<file path="config.mk">
export PLATFORM = sky130hd
export DESIGN_NAME = hbm_top
export DESIGN_NICKNAME = d
export VERILOG_FILES = /design/src/logic/hbm_leg.v /design/src/logic/hbm_top.v
export VERILOG_INCLUDE_DIRS = /design/src /design/src/logic
export SDC_FILE = /design/constraint.sdc
export NUM_CORES = 1
export LEC_CHECK = 0
export ABC_AREA = 1
export BUFFER_PORTS_ARGS = -buffer_cell sky130_fd_sc_hd__buf_4
export CORE_ASPECT_RATIO = 0.75
export CORE_MARGIN = 5
export CORE_UTILIZATION = 44
export DETAILED_ROUTE_END_ITERATION = 12
export PLACE_DENSITY = 0.68
export SLEW_MARGIN = 5
export SYNTH_ARGS = -nofsm -noshare
export SYNTH_HDL_FRONTEND = slang
export SYNTH_SLANG_ARGS = --single-unit
</file>
<file path="constraint.sdc">
create_clock -name pclk -period 2.1 [get_ports pclk]
set_clock_uncertainty 0.05 [all_clocks]
set_input_delay 0.21 -clock pclk [delete_from_list [all_inputs] [get_ports pclk]]
set_output_delay 0.21 -clock pclk [all_outputs]
set_load 0.01 [all_outputs]
</file>
<file path="src/logic/hbm_map.vh">
// constants, register offsets and timing counts of the h-bridge motor control
`ifndef HBM_MAP_VH
`define HBM_MAP_VH
`define HBM_CLK_MHZ 100
`define HBM_DEAD_NS 140
`define HBM_DEAD_CYC ((`HBM_DEAD_NS * `HBM_CLK_MHZ + 999) / 1000)
`define HBM_OCFILT_NS 1000
`define HBM_OCFILT_CYC ((`HBM_OCFILT_NS * `HBM_CLK_MHZ) / 1000)
`define HBM_RETRY_NS 1000
`define HBM_RETRY_CYC ((`HBM_RETRY_NS * `HBM_CLK_MHZ) / 1000)
`define HBM_OCTMO_US 2000
`define HBM_OCTMO_CYC (`HBM_OCTMO_US * `HBM_CLK_MHZ)
`define HBM_DECAY_OFF_TIME_US 15
`define HBM_DECAY_OFF_TIME_CYC (`HBM_DECAY_OFF_TIME_US * `HBM_CLK_MHZ)
// register byte offsets
`define HBM_REG_CTRL 12'h000
`define HBM_REG_STAT 12'h004
// control fields
`define HBM_CTRL_ENN 0
`define HBM_CTRL_MODE 1
`define HBM_CTRL_PWM 2
`define HBM_CTRL_DIR 3
`define HBM_CTRL_FWD 4
`define HBM_CTRL_REV 5
`define HBM_CTRL_RST 32'h0000_0001
// drive codes of one output: hiz, low, high
`define HBM_OUT_HIZ 2'h0
`define HBM_OUT_LOW 2'h1
`define HBM_OUT_HIGH 2'h2
`endif

</file>
<file path="src/logic/hbm_leg.v">
// one bridge leg with dead-time insertion between its two switches
`timescale 1ns/1ps
`include "hbm_map.vh"
module hbm_leg #(
  parameter DEAD_CYC = `HBM_DEAD_CYC
) (
  input wire pclk,
  input wire presetn,
  input wire [1:0] want,
  output reg hs_on_ff,
  output reg ls_on_ff
);
  reg [7:0] dead_ff;
  reg [7:0] nxt_dead;
  reg nxt_hs;
  reg nxt_ls;
  wire want_hs;
  wire want_ls;
  assign want_hs = (want == `HBM_OUT_HIGH);
  assign want_ls = (want == `HBM_OUT_LOW);
  // a switch turns on only after the other has been off for the dead time
  always @* begin
    nxt_hs = hs_on_ff & want_hs;
    nxt_ls = ls_on_ff & want_ls;
    nxt_dead = dead_ff;
    if (hs_on_ff & ~want_hs) begin
      nxt_dead = DEAD_CYC[7:0]; // RL9
    end else if (ls_on_ff & ~want_ls) begin
      nxt_dead = DEAD_CYC[7:0]; // RL9
    end else if (dead_ff != 8'h00) begin
      nxt_dead = dead_ff - 8'h01;
    end else if (~hs_on_ff & ~ls_on_ff) begin
      nxt_hs = want_hs; // RL9
      nxt_ls = want_ls; // RL9
    end
  end
  always @(posedge pclk or negedge presetn) begin
    if (!presetn) begin
      hs_on_ff <= 1'b0;
      ls_on_ff <= 1'b0;
      dead_ff <= 8'h00;
    end else begin
      hs_on_ff <= nxt_hs;
      ls_on_ff <= nxt_ls;
      dead_ff <= nxt_dead;
    end
  end
endmodule // hbm_leg

</file>
<file path="src/logic/hbm_top.v">
// h-bridge motor control logic with apb control and status registers
// Operation
// [RL1] overcurrent counts only after filter interval
// [RL2] overcurrent disables drivers, asserts fault low
// [RL3] persistent overcurrent past timeout enters autoretry
// [RL4] retry window re-enables outputs, releases fault
// [RL5] still overcurrent after retry: disable again
// [RL6] pwm high drives polarity chosen by dir
// [RL7] pwm low brakes with both low sides
// [RL8] fwd alone forward, rev alone swaps polarity
// [RL9] dead time between switches of one leg
// [RL10] over-temperature: outputs hiz, fault asserted
// [RL11] re-enable only at recovery temperature indication
// [RL12] over regulation threshold reverses drive for off-time
// [RL13] after off-time return to commanded drive
// [RL14] board grounds sense input to disable regulation
// [RL15] controller sets speed by pwm duty
// [RL16] controller may use bipolar or unipolar switching
// [RL17] enable high holds outputs hiz, shutdown
// [RL18] fault is active-low open drain
// [RL19] dir high: a high, b low; else opposite
// [RL20] fwd,rev both low brake; both high hiz
// [RL21] faults beat commands; off-time only while driving
//
// Decided for this implementation: the APB slave port and the register offsets.
`timescale 1ns/1ps
`include "hbm_map.vh"
module hbm_top #(
  parameter OCTMO_CYC = `HBM_OCTMO_CYC,
  parameter OCFILT_CYC = `HBM_OCFILT_CYC,
  parameter RETRY_CYC = `HBM_RETRY_CYC,
  parameter DECAY_OFF_TIME_CYC = `HBM_DECAY_OFF_TIME_CYC,
  parameter DEAD_CYC = `HBM_DEAD_CYC
) (
  input wire pclk,
  input wire presetn,
  input wire psel,
  input wire penable,
  input wire pwrite,
  input wire [11:0] paddr,
  input wire [31:0] pwdata,
  output wire pready,
  output wire pslverr,
  output reg [31:0] prdata,
  input wire overcurrent_in,
  input wire over_temp_in,
  input wire temp_recovered_in,
  input wire current_sense_in,
  output wire bridge_out_a_hi,
  output wire bridge_out_a_lo,
  output wire bridge_out_b_hi,
  output wire bridge_out_b_lo,
  output wire fault_n_out,
  output wire fault_n_oe
);
  localparam ST_RUN = 2'h0;
  localparam ST_OCOFF = 2'h1;
  localparam ST_RETRY = 2'h2;
  localparam ST_HOT = 2'h3;

  reg [31:0] ctrl_ff;
  reg [1:0] st_ff;
  reg [1:0] nxt_st;
  reg [23:0] tmr_ff;
  reg [23:0] nxt_tmr;
  reg [15:0] filt_ff;
  reg [15:0] decay_off_time_ff;
  reg [15:0] nxt_decay_off_time;
  reg [1:0] cmd_a;
  reg [1:0] cmd_b;
  reg [1:0] want_a;
  reg [1:0] want_b;
  wire ctl_enn;
  wire ctl_mode;
  wire ctl_pwm;
  wire ctl_dir;
  wire forward_drive_in;
  wire reverse_drive_in;
  wire oc_seen;
  wire driving;
  wire wr_en;
  wire rd_en;
  wire addr_ok;
  wire a_hs;
  wire a_ls;
  wire b_hs;
  wire b_ls;

  assign ctl_enn = ctrl_ff[`HBM_CTRL_ENN];
  assign ctl_mode = ctrl_ff[`HBM_CTRL_MODE];
  assign ctl_pwm = ctrl_ff[`HBM_CTRL_PWM];
  assign ctl_dir = ctrl_ff[`HBM_CTRL_DIR];
  assign forward_drive_in = ctrl_ff[`HBM_CTRL_FWD];
  assign reverse_drive_in = ctrl_ff[`HBM_CTRL_REV];

  // apb slave: zero wait states, error on unmapped address
  assign addr_ok = (paddr == `HBM_REG_CTRL) | (paddr == `HBM_REG_STAT);
  assign pready = 1'b1;
  assign pslverr = psel & penable & ~addr_ok;
  assign wr_en = psel & penable & pwrite & (paddr == `HBM_REG_CTRL);
  assign rd_en = psel & ~penable & ~pwrite;

  // control register write
  always @(posedge pclk or negedge presetn) begin
    if (!presetn) begin
      ctrl_ff <= `HBM_CTRL_RST;
    end else if (wr_en) begin
      ctrl_ff <= {26'h0, pwdata[5:0]};
    end
  end

  // read data captured in the setup cycle
  always @(posedge pclk or negedge presetn) begin
    if (!presetn) begin
      prdata <= 32'h0;
    end else if (rd_en) begin
      if (paddr == `HBM_REG_CTRL) begin
        prdata <= ctrl_ff;
      end else if (paddr == `HBM_REG_STAT) begin
        prdata <= {24'h0, a_hs, a_ls, b_hs, b_ls, ~fault_n_oe,
          decay_off_time_ff != 16'h0, st_ff};
      end else begin
        prdata <= 32'h0;
      end
    end
  end

  // overcurrent detection filter
  assign oc_seen = (filt_ff >= OCFILT_CYC[15:0]); // RL1
  always @(posedge pclk or negedge presetn) begin
    if (!presetn) begin
      filt_ff <= 16'h0;
    end else if (!overcurrent_in) begin
      filt_ff <= 16'h0; // RL1
    end else if (!oc_seen) begin
      filt_ff <= filt_ff + 16'h1;
    end
  end

  // protection state machine
  always @* begin
    nxt_st = st_ff;
    nxt_tmr = tmr_ff;
    case (st_ff)
      ST_RUN: begin
        if (over_temp_in) begin
          nxt_st = ST_HOT; // RL10
        end else if (oc_seen) begin
          nxt_st = ST_OCOFF; // RL2
          nxt_tmr = 24'h0;
        end
      end
      ST_OCOFF: begin
        if (over_temp_in) begin
          nxt_st = ST_HOT;
        end else if (!overcurrent_in) begin
          nxt_st = ST_RUN;
        end else if (tmr_ff >= OCTMO_CYC[23:0] - 24'h1) begin
          nxt_st = ST_RETRY; // RL3
          nxt_tmr = 24'h0;
        end else begin
          nxt_tmr = tmr_ff + 24'h1;
        end
      end
      ST_RETRY: begin
        if (over_temp_in) begin
          nxt_st = ST_HOT;
        end else if (tmr_ff >= RETRY_CYC[23:0] - 24'h1) begin
          nxt_tmr = 24'h0;
          nxt_st = overcurrent_in ? ST_OCOFF : ST_RUN; // RL5
        end else begin
          nxt_tmr = tmr_ff + 24'h1; // RL4
        end
      end
      ST_HOT: begin
        if (temp_recovered_in && !over_temp_in) begin
          nxt_st = ST_RUN; // RL11
        end
      end
      default: begin
        nxt_st = ST_RUN;
      end
    endcase
  end

  always @(posedge pclk or negedge presetn) begin
    if (!presetn) begin
      st_ff <= ST_RUN;
      tmr_ff <= 24'h0;
    end else begin
      st_ff <= nxt_st;
      tmr_ff <= nxt_tmr;
    end
  end

  // commanded output states from the control inputs
  always @* begin
    cmd_a = `HBM_OUT_LOW;
    cmd_b = `HBM_OUT_LOW;
    if (!ctl_mode) begin
      if (ctl_pwm && ctl_dir) begin
        cmd_a = `HBM_OUT_HIGH; // RL6 RL19
      end else if (ctl_pwm) begin
        cmd_b = `HBM_OUT_HIGH; // RL6 RL19
      end
      // pwm low keeps both low: brake RL7
    end else begin
      if (forward_drive_in && reverse_drive_in) begin
        cmd_a = `HBM_OUT_HIZ; // RL20
        cmd_b = `HBM_OUT_HIZ;
      end else if (forward_drive_in) begin
        cmd_a = `HBM_OUT_HIGH; // RL8
      end else if (reverse_drive_in) begin
        cmd_b = `HBM_OUT_HIGH; // RL8
      end
      // both low: brake RL20
    end
  end

  // off-time runs only while one output is driven high
  assign driving = (cmd_a == `HBM_OUT_HIGH) | (cmd_b == `HBM_OUT_HIGH);
  always @* begin
    nxt_decay_off_time = decay_off_time_ff;
    if (ctl_enn || st_ff != ST_RUN && st_ff != ST_RETRY || !driving) begin
      nxt_decay_off_time = 16'h0; // RL21
    end else if (decay_off_time_ff != 16'h0) begin
      nxt_decay_off_time = decay_off_time_ff - 16'h1; // RL13
    end else if (current_sense_in) begin
      nxt_decay_off_time = DECAY_OFF_TIME_CYC[15:0]; // RL12
    end
  end
  always @(posedge pclk or negedge presetn) begin
    if (!presetn) begin
      decay_off_time_ff <= 16'h0;
    end else begin
      decay_off_time_ff <= nxt_decay_off_time;
    end
  end

  // final priority: enable, faults, decay reversal, command
  always @* begin
    want_a = cmd_a;
    want_b = cmd_b;
    if (ctl_enn) begin
      want_a = `HBM_OUT_HIZ; // RL17
      want_b = `HBM_OUT_HIZ;
    end else if (st_ff == ST_OCOFF || st_ff == ST_HOT) begin
      want_a = `HBM_OUT_HIZ; // RL2 RL10 RL21
      want_b = `HBM_OUT_HIZ;
    end else if (decay_off_time_ff != 16'h0) begin
      want_a = cmd_b; // RL12
      want_b = cmd_a;
    end
  end

  hbm_leg #(.DEAD_CYC(DEAD_CYC)) u_leg_a (
    .pclk(pclk),
    .presetn(presetn),
    .want(want_a),
    .hs_on_ff(a_hs),
    .ls_on_ff(a_ls)
  );
  hbm_leg #(.DEAD_CYC(DEAD_CYC)) u_leg_b (
    .pclk(pclk),
    .presetn(presetn),
    .want(want_b),
    .hs_on_ff(b_hs),
    .ls_on_ff(b_ls)
  );
  assign bridge_out_a_hi = a_hs;
  assign bridge_out_a_lo = a_ls;
  assign bridge_out_b_hi = b_hs;
  assign bridge_out_b_lo = b_ls;

  // open-drain fault: drive low in overcurrent off or thermal shutdown
  assign fault_n_out = 1'b0; // RL18
  assign fault_n_oe = (st_ff == ST_OCOFF) | (st_ff == ST_HOT); // RL2 RL4
endmodule // hbm_top

</file>
==> run_results.csv <==
group,metric,value,unit
logic_synthesis,synth_seq_area_share,0.425,
critical_path,arrival,2.15,ns
pwr,ir_worst_vdd,0.522,mV
min_path,worstHoldPathType,"input port to flip-flop",
detailed_routing,avgViaCountPerCell,4.88,
cts,clkTransAtPathRegs,0.07,ns
detailed_routing,wl,11400,um
grt,grt_pass1_wl,19800,um
cts,post-cts-setup-buffers,0,
sta,maxSlewHeadroom,0.603,
grt,grt_use_total,0.161,
floorplan,initial_utilization,0.445,
grt,grt_max_degree,47,
detailed_routing,vias,4497,
detailed_routing,route.met3.wl,685,um
sta,post-route-period-util,0.917,
layout,antennaDiodeCount,0,
logic_synthesis,yosysWarnings,0,
grt,grt_overflow,0,
layout,layout-drive-gt1-share,0.157,
pwr,p_leak,0.00317,uW
logic_synthesis,ys.flop_type,"dfrtp_1",
sta,fmax,519,MHz
critical_path,critical_path_required,2.32,ns
flow_run,cap_viol_max_count,0,
sta,setup_viol,0,
critical_path,cp_slowest_cell,"dfrtp_1",
floorplan,pin_count,93,
detailed_routing,routedWlPerCell,12.4,um
grt,antenna_found_initial,0,
floorplan,fp.coreArea,12200,um2
cts,htree_num_levels,3,
critical_path,worst_setup_path_start_kind,"flip-flop",
grt,first_global_vias,4223,
outcome,status,"complete, no violations",
detailed_routing,drc,0,
logic_synthesis,async_reset_ff_frac,1.00,
floorplan,die_w,138,um
layout,nFillCells,1147,
pwr,power_density,917,nW/um2
cts,clk_path_buf_depth,2,
placement,dpl.hpwl,8600,um
floorplan,rows,35,
sta,report.final.slew_viol_count,0,
cts,cts_buffers,9,
floorplan,die_h,106,um
detailed_routing,drt_first_pass_iters,5,
layout,final_core_util,0.505,
layout,syn2layout_area_growth,13.3,%
critical_path,endpoint_kind,"flip-flop",
detailed_routing,drt_iter0_markers,318,
logic_synthesis,synth_edf_count,0,
logic_synthesis,avgSynthCellArea,7.70,um2
placement,place_congestion,0.927,
critical_path,path_max_fanout,12,
cts,root_buffer,"clkbuf_16",
detailed_routing,top_layer,"met4",
placement,port_buffers,40,
logic_synthesis,synth_cells,704,
sta,post-route-min-period,1.93,ns
cts,cts_tree,"yes",
detailed_routing,drt-met1-wl,5460,um
detailed_routing,dr_wl_met2,5130,um
sta,hold_viol,0,
layout,layout.nets,814,
critical_path,crit_chain,"inv_1 -> ha_2 -> nor2_1 -> nor3_4 -> nand2_4 -> buf_4 -> o21ai_0 -> nand2_1 -> a21oi_2",
logic_synthesis,postSynthRegisterBits,92,
sta,timing.setup.tns,0,ns
logic_synthesis,syn_area,5420,um2
critical_path,cp_slowest_stage_delay,0.40,ns
floorplan,die_area,14700,um2
cts,clkLatencyLatePin,0.34,ns
sta,rsz0062_at_grt,"no",
sta,tightest_slew,0.596,ns
detailed_routing,postRouteAntennaNets,0,
critical_path,critPathKind,"flip-flop to flip-flop",
logic_synthesis,synth_cell_type_count,48,
cts,clock_sinks,92,
## kinds of logic (layout without fill, tap and decap cells)
group	count (synthesis)	count (layout)	synth area share
AND/OR/NAND/NOR	375	375	0.314
buffers and inverters	128	156	0.111
flip-flops	92	92	0.425
AO/OA/AOI/OAI	67	67	0.0743
XOR/XNOR	24	24	0.0388
adder cells (fa/ha/maj)	10	10	0.0231
multiplexers	6	6	0.0125
other	2	26	0.00139
## report_power, final
| group | internal (uW) | switching (uW) |
|---|---|---|
| logic | 650 | 1190 |
| clock network | 960 | 694 |
| registers | 1970 | 164 |
| total | 3580 | 2050 |
## worst max-delay path: cells and delay by family, from the launching register on
kind            cells  cell delay [ns]
flops               1             0.40
compound gates      2             0.24
simple gates        4             0.52
fa+ha+maj           1             0.35
buf+inv             2             0.30
## final timing paths
path / start / to / slack, ns / depth (start not counted)
worst max-delay path: st_ff[1] / tmr_ff[4] / 0.17 / 9
worst min-delay path: pwdata[0] / ctrl_ff[0] / 0.07 / 3
worst max register to register: st_ff[1] / tmr_ff[4] / 0.17 / 9
worst min register to register: filt_ff[11] / filt_ff[11] / 0.42 / 2
max in group asynchronous: presetn / decay_off_time_ff[5] / 0.95 / 3
min in group asynchronous: presetn / filt_ff[10] / 0.37 / 2
## stage by stage
stage                     cells  area, um2  hold WS [ns]  setup slack (ns)  total power (uW)
after floorplan             728       5510        -0.136             0.308              3590
after global placement      905       5830         0.200             0.161              3920
after detailed placement    905       5830         0.209            0.0984              3980
after CTS                   922       6140        0.0605            0.0890              5650
after global routing        922       6140        0.0633           0.00661              6000
final                       922       6140        0.0688             0.174              5630
## layout make-up
class / instances / area [um2] / area share
clock inverter: 5 / 60.1 / 0.00978
clock buffer: 11 / 243 / 0.0395
multi-input combinational: 508 / 2610 / 0.424
sequential: 92 / 2300 / 0.375
timing repair buffer: 47 / 368 / 0.0599
tap: 166 / 208 / 0.0338
inverter: 93 / 354 / 0.0576
## per-layer routing
metal,track usage,vias up
met4,0.0458,0
met3,0.0355,16
met1,0.228,2090
met5,0,-
met2,0.248,129
li1,-,2262
## placed cells by master, fill, tap and decap left out, drive strengths merged, types with 2 or more instances in the layout
| cell type | instances |
|---|---|
| o31ai | 3 |
| nand3 | 45 |
| ha | 10 |
| a21oi | 21 |
| inv | 94 |
| mux2 | 6 |
| clkinv | 2 |
| o21bai | 2 |
| nor3 | 16 |
| nor2 | 124 |
| conb | 26 |
| xnor2 | 10 |
| dfrtp | 91 |
| clkbuf | 11 |
| nor4 | 2 |
| nand4 | 14 |
| o22ai | 4 |
| buf | 46 |
| xor2 | 14 |
| or2 | 5 |
| nand2 | 166 |
| o21ai | 31 |
| o211ai | 3 |
## cells in the mapped netlist (9+ instances only)
| cell type | count | share of area |
|---|---|---|
| a21oi_1 | 18 | 0.017 |
| buf_4 | 27 | 0.037 |
| dfrtp_1 | 91 | 0.42 |
| ha_1 | 10 | 0.023 |
| inv_1 | 83 | 0.057 |
| inv_2 | 9 | 0.0062 |
| nand2_1 | 156 | 0.11 |
| nand3_1 | 43 | 0.040 |
| nand4_1 | 13 | 0.015 |
| nor2_1 | 111 | 0.077 |
| nor2_2 | 11 | 0.013 |
| nor3_1 | 10 | 0.0092 |
| o21ai_0 | 16 | 0.015 |
| o21ai_1 | 12 | 0.011 |
| xnor2_1 | 10 | 0.016 |
| xor2_1 | 14 | 0.023 |
## sequential cells by signal (all words and copies together) (netlist names)
register           cells
tmr_ff                24
u_leg_b.ls_on_ff       1
u_leg_b.hs_on_ff       1
u_leg_a.hs_on_ff       1
decay_off_time_ff     16
u_leg_b.dead_ff        8
u_leg_a.ls_on_ff       1
filt_ff               16
u_leg_a.dead_ff        8
prdata                 8
ctrl_ff                6
st_ff                  2
## timing repair
action	4_1_cts	5_1_grt
hold endpoints to repair	43	0
hold buffers	1	0
gates resized for setup	0	2
endpoints found under the setup margin	0	11
Power figures use the tool's default switching activity.
